`config.mk`:
```
export PLATFORM = sky130hd
export DESIGN_NAME = lps_sequencer
export DESIGN_NICKNAME = d
export VERILOG_FILES = /design/src/logic/lps_result_store.v /design/src/logic/lps_sequencer.v
export VERILOG_INCLUDE_DIRS = /design/src /design/src/pkg
export SDC_FILE = /design/constraint.sdc
export NUM_CORES = 1
export LEC_CHECK = 0
export BUFFER_PORTS_ARGS = -buffer_cell sky130_fd_sc_hd__buf_2
export CAP_MARGIN = 20
export CORE_MARGIN = 4
export CORE_UTILIZATION = 62
export CTS_CLUSTER_SIZE = 12
export DETAILED_ROUTE_END_ITERATION = 8
export PLACE_DENSITY_LB_ADDON = 0.15
export SYNTH_ARGS = -nofsm -noshare
export SYNTH_HDL_FRONTEND = slang
export SYNTH_SLANG_ARGS = --single-unit
```
`constraint.sdc`:
```
create_clock -name CLK -period 3.4 [get_ports CLK]
set_input_delay 1.02 -clock CLK [delete_from_list [all_inputs] [get_ports CLK]]
set_output_delay 1.02 -clock CLK [all_outputs]
set_load 0.005 [all_outputs]
```
`src/pkg/lps_regs.vh`:
```
// Purpose: Constants for the light and proximity conversion sequencer.
// Assumes: 125 MHz system clock; results read through the byte read port.
// Notes:   Times are given in their own unit and turned into counts here.
//
// Summary of operation
// [RQ1] Ambient photodiode current becomes a 12-bit count every 100 ms.
// [RQ2] Ambient or infrared 12-bit result is readable at 0x9 and 0xA after conversion.
// [RQ3] Ambient integration window is 100 ms, rejecting 50 Hz and 60 Hz flicker.
// [RQ4] Each proximity result is an 8-bit unsigned count.
// [RQ5] LED driver output asserts once per proximity measurement while proximity is enabled.
// [RQ6] One whole proximity measurement, LED interval included, takes 0.54 ms.
// [RQ7] Proximity count is the infrared reading after LED minus the reading before.
// [RQ8] Each finished proximity count is stored at offset 0x8.
// [RQ9] Proximity and ambient conversions run at once with independent sequencers.
// [RQ10] Host waits one full conversion after enabling before reading results.
// [RQ11] Ambient and proximity conversions keep no fixed phase to each other.
// [RQ12] While ambient is enabled, conversion repeats and updates every 100 ms unaided.
// [RQ13] Proximity conversions repeat, spaced by the three-bit sleep select at bits 6:4.
// [RQ14] With proximity enabled, the LED is driven for 0.1 ms per measurement.
// [RQ15] Light mode 0 measures visible, 1 infrared, on one converter; visible at reset.
// [RQ16] Drive strength bit 3 low picks the lower LED amplitude, high the higher.
// [RQ17] Both enables low means power-down: converters and LED driver halt.
// [RQ18] Ambient low byte at 0x9, upper nibble at 0xA low bits, other bits zero.
`ifndef LPS_REGS_VH
`define LPS_REGS_VH

// ====================================================================
// Register offsets and fields
`define LPS_OFS_PROX_RESULT   8'h08
`define LPS_OFS_LIGHT_LOW     8'h09
`define LPS_OFS_LIGHT_HIGH    8'h0A
`define LPS_CTRL1_SLEEP_MSB   6
`define LPS_CTRL1_SLEEP_LSB   4
`define LPS_CTRL1_DRIVE_BIT   3
`define LPS_RESULT_RESET      8'h00

// ====================================================================
// Timing: clock rate, base tick and converter times in microseconds
`define LPS_CLK_MHZ           125
`define LPS_TICK_US           1
`define LPS_TICK_CYCLES       (`LPS_CLK_MHZ * `LPS_TICK_US)
`define LPS_AMB_WINDOW_MS     100
`define LPS_AMB_WINDOW_US     (`LPS_AMB_WINDOW_MS * 1000)
`define LPS_PROX_CONV_US      540
`define LPS_LED_US            100
`define LPS_PRE_US            100
`define LPS_SETTLE_US         (`LPS_PROX_CONV_US - `LPS_PRE_US - `LPS_LED_US)
`define LPS_SLEEP_UNIT_US     1000

`endif

```
`src/logic/lps_result_store.v`:
```
// Purpose: Three-byte result store with a registered read port.
// Assumes: Writers and reader share the system clock.
// Notes:   Unmapped read offsets return zero on the next edge.
`include "lps_regs.vh"

module lps_result_store (
  input  wire        clk,
  input  wire        rst_n,
  input  wire [2:0]  wr_en,
  input  wire [23:0] wr_data,
  input  wire        rd_en,
  input  wire [7:0]  rd_addr,
  output reg  [7:0]  rd_data
);

  reg [7:0] entry [0:2];

  // ====================================================================
  // Storage: each byte has its own write enable, so both sequencers may
  // finish in the same cycle without one result being lost.
  genvar i;
  generate
    for (i = 0; i < 3; i = i + 1) begin : g_entry
      always @(posedge clk or negedge rst_n) begin
        if (!rst_n) begin
          entry[i] <= `LPS_RESULT_RESET;
        end else if (wr_en[i]) begin
          entry[i] <= wr_data[8*i +: 8];
        end
      end
    end
  endgenerate

  // ====================================================================
  // Read port: data comes from a register, one edge after the strobe.
  always @(posedge clk or negedge rst_n) begin
    if (!rst_n) begin
      rd_data <= 8'h00;
    end else if (rd_en) begin
      case (rd_addr)
        `LPS_OFS_PROX_RESULT: rd_data <= entry[0]; // see [RQ8]
        `LPS_OFS_LIGHT_LOW:   rd_data <= entry[1]; // see [RQ2]
        `LPS_OFS_LIGHT_HIGH:  rd_data <= entry[2]; // see [RQ18]
        default:              rd_data <= 8'h00;
      endcase
    end
  end

endmodule

```
`src/logic/lps_sequencer.v`:
```
// Purpose: Sequences the ambient and proximity converters and stores results.
// Assumes: Control bits come from same-clock register logic; pulse inputs are asynchronous.
// Notes:   Long windows are parameters so that a simulation can shorten them.
`include "lps_regs.vh"

module lps_sequencer #(
  parameter [16:0] AMB_WINDOW_US = `LPS_AMB_WINDOW_US,
  parameter [17:0] SLEEP_UNIT_US = `LPS_SLEEP_UNIT_US
) (
  input  wire       CLK,
  input  wire       RST_N,
  input  wire       AMBIENT_ENABLE,
  input  wire       PROXIMITY_ENABLE,
  input  wire       LIGHT_MODE_SELECT,
  input  wire       LED_DRIVE_STRENGTH,
  input  wire [2:0] PROXIMITY_SLEEP_SELECT,
  input  wire       AMBIENT_PULSE,
  input  wire       IR_PULSE,
  input  wire       REG_READ,
  input  wire [7:0] REG_ADDR,
  output wire [7:0] REG_RDATA,
  output reg        LED_DRIVE_OUTPUT,
  output reg        LED_HIGH_CURRENT,
  output reg        LIGHT_MODE_IR,
  output reg        POWER_DOWN
);

  // Integer forms of the header counts, cut on purpose to the counter widths.
  localparam integer TICK_LAST_I = `LPS_TICK_CYCLES - 1;
  localparam integer PRE_LEN_I   = `LPS_PRE_US;
  localparam integer LED_LEN_I   = `LPS_LED_US;
  localparam integer SET_LEN_I   = `LPS_SETTLE_US;
  localparam [6:0]   TICK_LAST   = TICK_LAST_I[6:0];
  localparam [17:0]  PRE_LEN     = PRE_LEN_I[17:0];
  localparam [17:0]  LED_LEN     = LED_LEN_I[17:0];
  localparam [17:0]  SET_LEN     = SET_LEN_I[17:0];

  localparam [2:0] P_IDLE   = 3'h0;
  localparam [2:0] P_PRE    = 3'h1;
  localparam [2:0] P_LED    = 3'h2;
  localparam [2:0] P_SETTLE = 3'h3;
  localparam [2:0] P_SLEEP  = 3'h4;

  reg  [1:0]  sync_a;
  reg  [1:0]  sync_b;
  reg  [1:0]  sync_prev;
  wire [1:0]  pulse_edge;
  reg  [6:0]  tick_cnt;
  reg         tick;
  reg  [16:0] amb_timer;
  reg  [11:0] amb_count;
  reg         amb_mode;
  reg  [2:0]  prox_state;
  reg  [2:0]  next_prox_state;
  reg  [17:0] prox_timer;
  reg  [8:0]  pre_count;
  reg  [8:0]  post_count;
  reg  [2:0]  wr_en;
  reg  [23:0] wr_data;
  wire        amb_done;
  wire [8:0]  prox_diff;
  wire        active;

  // Length of the sleep gap in microsecond ticks for a select code.
  function [17:0] sleep_len;
    input [2:0] sel;
    begin
      sleep_len = SLEEP_UNIT_US << (3'd7 - sel);
    end
  endfunction

  // True on the tick that closes a phase of the given length.
  function phase_end;
    input [17:0] timer;
    input [17:0] len;
    input        tk;
    begin
      phase_end = tk && (timer == len - 18'd1);
    end
  endfunction

  assign active = AMBIENT_ENABLE | PROXIMITY_ENABLE;

  // ====================================================================
  // Input synchronisers: the analog pulse streams arrive from another
  // clock. Only the second stage feeds the edge detector.
  genvar i;
  generate
    for (i = 0; i < 2; i = i + 1) begin : g_sync
      wire raw = (i == 0) ? AMBIENT_PULSE : IR_PULSE;
      always @(posedge CLK or negedge RST_N) begin
        if (!RST_N) begin
          sync_a[i]    <= 1'b0;
          sync_b[i]    <= 1'b0;
          sync_prev[i] <= 1'b0;
        end else begin
          sync_a[i]    <= raw;
          sync_b[i]    <= sync_a[i];
          sync_prev[i] <= sync_b[i];
        end
      end
      assign pulse_edge[i] = sync_b[i] & ~sync_prev[i];
    end
  endgenerate

  // ====================================================================
  // Microsecond tick divider; it stops in power-down to save switching.
  always @(posedge CLK or negedge RST_N) begin
    if (!RST_N) begin
      tick_cnt <= 7'h00;
      tick     <= 1'b0;
    end else if (!active) begin
      tick_cnt <= 7'h00; // see [RQ17]
      tick     <= 1'b0;
    end else begin
      tick     <= (tick_cnt == TICK_LAST);
      tick_cnt <= (tick_cnt == TICK_LAST) ? 7'h00 : tick_cnt + 7'h01;
    end
  end

  // ====================================================================
  // Status outputs that steer the analog front end.
  always @(posedge CLK or negedge RST_N) begin
    if (!RST_N) begin
      LED_HIGH_CURRENT <= 1'b0;
      LIGHT_MODE_IR    <= 1'b0; // Visible light after reset.
      POWER_DOWN       <= 1'b1;
    end else begin
      LED_HIGH_CURRENT <= LED_DRIVE_STRENGTH; // see [RQ16]
      LIGHT_MODE_IR    <= LIGHT_MODE_SELECT;  // see [RQ15]
      POWER_DOWN       <= ~active;            // see [RQ17]
    end
  end

  // ====================================================================
  // Ambient sequencer: counts charge-balance pulses over a whole window,
  // then restarts at once. The window is a multiple of both mains
  // periods, which is why flicker averages out.
  assign amb_done = tick && (amb_timer == AMB_WINDOW_US - 17'd1); // see [RQ3]

  always @(posedge CLK or negedge RST_N) begin
    if (!RST_N) begin
      amb_timer <= 17'h00000;
      amb_count <= 12'h000;
      amb_mode  <= 1'b0;
    end else if (!AMBIENT_ENABLE || (amb_mode != LIGHT_MODE_SELECT)) begin
      // A mode change discards the partial window so that visible and
      // infrared counts never mix in one result.
      amb_timer <= 17'h00000; // see [RQ17]
      amb_count <= 12'h000;
      amb_mode  <= LIGHT_MODE_SELECT; // see [RQ15]
    end else if (amb_done) begin
      amb_timer <= 17'h00000; // see [RQ12]
      amb_count <= {11'h000, pulse_edge[0]};
    end else begin
      if (tick) begin
        amb_timer <= amb_timer + 17'h00001;
      end
      if (pulse_edge[0] && (amb_count != 12'hFFF)) begin
        amb_count <= amb_count + 12'h001; // see [RQ1]
      end
    end
  end

  // ====================================================================
  // Proximity sequencer: read infrared alone, read it with the LED lit,
  // let the converter finish, then sleep. It shares only the tick with the
  // ambient path, so the two run with no fixed phase.
  always @* begin
    next_prox_state = prox_state;
    case (prox_state)
      P_IDLE: begin
        next_prox_state = P_PRE; // see [RQ11]
      end
      P_PRE: begin
        if (phase_end(prox_timer, PRE_LEN, tick)) begin
          next_prox_state = P_LED; // see [RQ7]
        end
      end
      P_LED: begin
        if (phase_end(prox_timer, LED_LEN, tick)) begin
          next_prox_state = P_SETTLE; // see [RQ14]
        end
      end
      P_SETTLE: begin
        if (phase_end(prox_timer, SET_LEN, tick)) begin
          next_prox_state = P_SLEEP; // see [RQ6]
        end
      end
      P_SLEEP: begin
        if (phase_end(prox_timer, sleep_len(PROXIMITY_SLEEP_SELECT), tick)) begin
          next_prox_state = P_PRE; // see [RQ13]
        end
      end
      default: begin
        next_prox_state = P_IDLE;
      end
    endcase
    if (!PROXIMITY_ENABLE) begin
      next_prox_state = P_IDLE;
    end
  end

  // Difference of the two readings, floored at zero when the reflected
  // reading is the smaller one.
  assign prox_diff = (post_count > pre_count) ? (post_count - pre_count) : 9'h000; // see [RQ7]

  always @(posedge CLK or negedge RST_N) begin
    if (!RST_N) begin
      prox_state       <= P_IDLE;
      prox_timer       <= 18'h00000;
      pre_count        <= 9'h000;
      post_count       <= 9'h000;
      LED_DRIVE_OUTPUT <= 1'b0;
    end else begin
      prox_state       <= next_prox_state; // see [RQ9]
      LED_DRIVE_OUTPUT <= (next_prox_state == P_LED); // see [RQ5]
      if (next_prox_state != prox_state) begin
        prox_timer <= 18'h00000;
      end else if (tick) begin
        prox_timer <= prox_timer + 18'h00001;
      end
      if (next_prox_state == P_IDLE || (prox_state == P_SLEEP && next_prox_state == P_PRE)) begin
        pre_count  <= 9'h000;
        post_count <= 9'h000;
      end else if (pulse_edge[1] && prox_state == P_PRE && pre_count != 9'h1FF) begin
        pre_count  <= pre_count + 9'h001;
      end else if (pulse_edge[1] && prox_state == P_LED && post_count != 9'h1FF) begin
        post_count <= post_count + 9'h001;
      end
    end
  end

  // ====================================================================
  // Result writes: proximity saturates to eight bits, ambient splits
  // into a low byte and an upper nibble with zeros above it.
  always @(posedge CLK or negedge RST_N) begin
    if (!RST_N) begin
      wr_en   <= 3'h0;
      wr_data <= 24'h000000;
    end else begin
      wr_en[0]        <= PROXIMITY_ENABLE && prox_state == P_SETTLE && next_prox_state == P_SLEEP; // see [RQ8]
      wr_data[7:0]    <= prox_diff[8] ? 8'hFF : prox_diff[7:0]; // see [RQ4]
      wr_en[2:1]      <= {2{AMBIENT_ENABLE && amb_mode == LIGHT_MODE_SELECT && amb_done}}; // see [RQ2]
      wr_data[15:8]   <= amb_count[7:0];          // see [RQ18]
      wr_data[23:16]  <= {4'h0, amb_count[11:8]}; // see [RQ18]
    end
  end

  // ====================================================================
  // Result store with registered read port.
  lps_result_store u_store (
    .clk     (CLK),
    .rst_n   (RST_N),
    .wr_en   (wr_en),
    .wr_data (wr_data),
    .rd_en   (REG_READ),
    .rd_addr (REG_ADDR),
    .rd_data (REG_RDATA)
  );

endmodule

```
# Word-level counts from Yosys, hierarchy flattened
# Cells that the tools add are included.
[word_totals]
reg_bits = 137
input_bits = 20
out_inout_bits = 12
wordCells = 114
[op_classes]
n_addsub = 9
order_cmp = 1
n_eq_ne = 22
shift = 1
mux = 25
bitwise = 6
reduce_logical = 25
[op_table]
columns = ["operator", "n"]
rows = [
  ["$mux 9", 6],
  ["$mux 17", 3],
  ["$mux 12", 3],
  ["$mux 18", 2],
  ["$eq 8x4->1 const B", 3],
  ["$pmux 8 s3", 1],
  ["$add 18x1->18 const B", 1],
  ["$add 9x1->9 const B", 2],
  ["$eq 18x18->1", 1],
  ["$eq 18x7->1 const B", 1],
  ["$eq 18x9->1 const B", 1],
  ["$ne 9x9->1 const B", 2],
  ["$shl 10x3->18 const A", 1],
  ["$sub 18x1->18 const B", 1],
  ["$add 17x1->17 const B", 1],
  ["$eq 17x17->1 const B", 1],
  ["$mux 3", 5],
  ["$pmux 3 s5", 1],
  ["$logic_and 1x1->1", 14],
  ["$mux 7", 2],
  ["$add 12x1->12 const B", 1],
  ["$ne 12x12->1 const B", 1],
  ["$eq 3x2->1 const B", 3],
  ["$gt 9x9->1", 1],
  ["21 further kinds", 31],
]

# Logic depth before layout (Yosys ltp)
[depth]
ltp_word = 13
ltp_mapped = 13

# Modules after synthesis
# Synthesis repeated with hierarchy kept, for this count alone.
[hier_totals]
cells_unflattened = 669
hier_area_um2 = 7021.7
[modules_own_cells]
columns = ["module", "instances", "cells_per_inst", "area_per_inst_um2", "seq_area_each_um2"]
rows = [
  ["lps_sequencer", 1, 569, 5605.4, 2728.9],
  ["lps_result_store", 1, 100, 1416.4, 800.8],
]

# Least setup slack after synthesis
# OpenSTA, ideal clock, no wires.
[synth_path]
path_type = "input to register"
from = "in PROXIMITY_SLEEP_SELECT[0]"
to = "reg prox_timer[14]"
t_arrival_ns = 3.331
required_ns = 3.281
setup_slack_ns = -0.050
cell_stages = 13
path_cell_list = "buf_6 > buf_6 > buf_2 > nand3b_1 > ha_1 > and4bb_2 > a21oi_1 > xor2_1 > a2111oi_4 > a21oi_2 > o211ai_4 > buf_8 > nor2_2"
[synth_via]
elab_chain_len = 10
elab_cells_between_ends = 11
cone_classes = "2 x add/sub; 2 x eq/ne; 1 x shift; 4 x mux; 2 x reduce/logical"
[synth_lines]
columns = ["element", "line_no", "source"]
rows = [
  ["from (decl)", "lps_sequencer.v:16", "input wire [2:0] PROXIMITY_SLEEP_SELECT,"],
  ["$sub 3x3->3 *", "lps_sequencer.v:68", "sleep_len = SLEEP_UNIT_US << (3'd7 - sel);"],
  ["$shl 10x3->18 *", "lps_sequencer.v:68", ""],
  ["$sub 18x1->18 *", "lps_sequencer.v:78", "phase_end = tk && (timer == len - 18'd1);"],
  ["$eq 18x18->1 *", "lps_sequencer.v:78", ""],
  ["$logic_and 1x1->1 *", "lps_sequencer.v:78", ""],
  ["$mux 3 *", "lps_sequencer.v:191", "if (phase_end(prox_timer, sleep_len(PROXIMITY_SLEEP_SELECT), tick)) begin"],
  ["$pmux 3 s5 *", "lps_sequencer.v:171", "case (prox_state)"],
  ["$mux 3 *", "lps_sequencer.v:199", "if (!PROXIMITY_ENABLE) begin"],
  ["$ne 3x3->1 *", "lps_sequencer.v:218", "if (next_prox_state != prox_state) begin"],
  ["$mux 18 or $reduce_bool 2->1 (tied branches)", "--", ""],
  ["to (signal assigned)", "lps_sequencer.v:221", "prox_timer <= prox_timer + 18'h00001;"],
  ["to (decl)", "lps_sequencer.v:55", "reg [17:0] prox_timer;"],
]
# Mark *: on every way between the ends. The rest lies on a longest branch, timed or not.
# A chain may end at the register's enable or synchronous reset.

# Final worst setup path
[layout_path]
from = "in PROXIMITY_SLEEP_SELECT[1]"
to = "reg prox_timer[17]"
# Same word-level chain as after synthesis.

==> out/qor.txt <==
Die area = 0.01310 mm²
Core ar. = 0.01098 mm²
Max-Cap Viols = 0
Reg area = 0.003430 mm²
GRT Total Usage = 22.01%
Synth top area share = 48.43%
Worst Setup SP = PROXIMITY_SLEEP_SELECT[1]
Sequential power share = 45.9%
DRC errors left = 0
CTS tree = built
Synth area leader = dfrtp_1
Crit-path slowest cell = a2111oi_4
Unrepaired setup endpoints after global routing = false
Most common cell after layout, fill and taps aside = dfrtp_1
Max Freq = 343.9 MHz
Critical Path RT = 3700 ps
Syn nets = 724
Footprint of the multi-input gates = 0.003326 mm²
Htree depth = 4
Combinational Power Share = 5.8%
Slew headroom = 47.94%
Worst path max stage delay = 390 ps
LEAKAGE = 0.003498 µW
PwrDens = 468.1 mW/mm²
Slew @ Worst Pin = 778.8 ps
Clk pwr share = 48.3%
Post-synth EDFFs = 0
Synth warnings = 0
Commonest cells after routing, fill and taps aside = 136 x dfrtp_1, 82 x nor2_1, 46 x nand2_1
Drt pass-1 iters = 5
# fillers = 803
GP Congestion = 0.8646
Drt via density = 5.719
CTS Hold Bufs = 0
Setup_tns = 0 ps
Tmin final = 2907 ps
Max VDD drop = 0.4729 mV
Initial antenna violation count = 0
CTS Buf Count = 17
Clock sinks = 137
Sw Share = 23.18%
Layout Skew = 6.817 ps
Fin nets = 749
Worst-path clk slew = 60 ps
Largest net degree at the start of global routing = 54
Mapped Cells = 684
Cell count after placement = 830
Post-synthesis async set-or-reset flop share = 100.0%
Worst reg-to-reg setup slack = 940 ps
Critical path cell sequence = buf_2 > nand3_1 > ha_2 > and4bb_2 > a21oi_1 > xor2_1 > a2111oi_4 > a21oi_2 > o211ai_4 > buf_12 > nor2_1
Final setup vio count = 0
Row Count = 38
Reg2reg end = prox_timer[17]
Area Overhead vs Synth = 11.91%
Number of global-route vias before repair = 4928
Number of buffers added on ports = 31
Critical path arrival = 3210 ps
Fin. max-slew vios = 0
RR Startpoint = prox_timer[7]
Initial Util = 63.98%
ANT nets after route = 0
Worst-skew pair later-pin latency = 410 ps
Worst setup SP type = primary input
Final Hold Fails = 0
Share of cells above drive strength 1 = 17.17%
Setup Buffers After CTS = 0
CTS Buffer Depth = 2
P_int = 2828 µW
Register bit total from synthesis = 137
IO Pins = 32
R2R depth = 8
Root buf cell = clkbuf_16
Post-synthesis area per instance = 10.27 µm²
Cts repair resizes = 0
Vias = 4930
Worst min-delay path category = flop to flop
Non-Filler Instances = 862
Die Span Y = 114.5 µm
P_sw = 853.3 µW
Outcome = finished clean
Area of the mapped netlist = 0.007027 mm²
First-pass GRT wire length = 23110 µm
Synth unique cells = 67
Setup CP Type = primary input to flop
Max Fanout on Critical Path = 18
Ys flop type = dfrtp_1
Top post-synthesis cells by area = dfrtp_1 48%, xor2_1 5.5%, mux2_2 4.5%, nor2_1 4.4%, xnor2_1 3.7%
Sequential share of the synthesized area = 48.81%
Final period utilization = 85.51%
Ant. Diodes = 0
DP HPWL = 9229 µm
Die width = 114.5 µm
DR iter-0 viols = 426
GR Overflow Total = 0
Crit path capture type = flop
DR WL/cell = 15.50 µm
Final Routed Wirelength = 13360 µm
Crit path to = prox_timer[17]
==> metrics by stage <==
stage	utilization [%]	hold slack (ps)	total power [µW]	setup slack, ps	area (µm²)
finish	71.60	350.4	3681	492.6	7864
global route	71.60	377.8	3818	323.5	7864
CTS	71.60	352.7	3716	511.0	7864
detailed placement	66.35	339.7	1933	86.42	7287
global placement	66.35	336.7	1923	198.8	7287
floorplan	-	331.2	1849	40.10	7029
==> synth_stat cells (5+ instances only) <==
library cell	n
a22oi_1	5
inv_1	24
mux2_2	28
ha_1	19
dfrtp_1	136
xnor2_1	30
nand2b_1	5
nor2_1	82
nand2_1	46
buf_2	6
mux2i_1	5
and3_1	15
xor2_1	44
nand4_1	20
clkbuf_1	20
nor3_1	7
nor2_2	10
nor2b_1	11
a21oi_1	28
o21ai_0	18
nand3_1	30
nor4_1	12
==> per-layer routing <==
metal | GRT usage, % | up-vias | share of wire (%)
met5 | 0 | - | 0
met4 | 7.997 | 0 | 0.95
met3 | 5.550 | 14 | 3.7
met2 | 35.12 | 76 | 50
met1 | 29.28 | 2411 | 46
li1 | - | 2429 | -
==> how the worst min path moves through the flow <==
stage | start | endpoint | slack (ps) | depth (start not counted)
global route | sync_a[1] | sync_b[1] | 380 | 0
floorplan | sync_a[0] | sync_b[0] | 330 | 0
detailed placement | sync_a[0] | sync_b[0] | 340 | 0
CTS | sync_a[0] | sync_b[0] | 350 | 0
finish | sync_a[1] | sync_b[1] | 350 | 0
global placement | sync_a[1] | sync_b[1] | 340 | 0
==> registers in the layout, indices dropped and copies added (netlist names), 3 cells and up <==
| signal | cells |
|---|---|
| u_store.rd_data | 8 |
| amb_timer | 17 |
| prox_state | 3 |
| amb_count | 12 |
| wr_data | 20 |
| tick_cnt | 7 |
| u_store.entry | 20 |
| prox_timer | 18 |
| pre_count | 9 |
| post_count | 9 |
==> power by group through the flow <==
stage	combinational (µW)	sequential (µW)	clock (µW)
3_3_place_gp	207	1720	0
3_5_place_dp	215	1720	0
5_1_grt	244	1690	1880
6_report	215	1690	1780
4_1_cts	218	1690	1810
2_1_floorplan	137	1710	0
==> layout make-up <==
cell class / count / share of cell area (%)
Tap cell: 140 / 2.228
Clock buffer: 18 / 5.457
Inverter: 24 / 1.146
Clock inverter: 14 / 1.877
Multi-Input combinational cell: 489 / 42.29
Sequential cell: 137 / 43.61
Timing Repair Buffer: 40 / 3.389
==> cells by family (layout without fill, tap and decap cells) <==
logic type | Yosys count | count (layout) | synth area share, %
flops | 137 | 137 | 48.81
buf+inv | 58 | 96 | 3.899
compound gates | 91 | 91 | 8.993
fa+ha+maj | 20 | 20 | 3.668
xor+xnor | 75 | 75 | 9.544
mux | 33 | 33 | 5.199
simple gates | 270 | 270 | 19.89
==> critical path: cells and delay by family <==
family                     cells  cell delay [ps]
AOI/OAI and AO/OA              4              940
xor gates and xnor gates       1              130
adders and majority gates      1              260
and+or+nand+nor                3              450
buffers and inverters          2              400
Power figures use the tool's default switching activity.
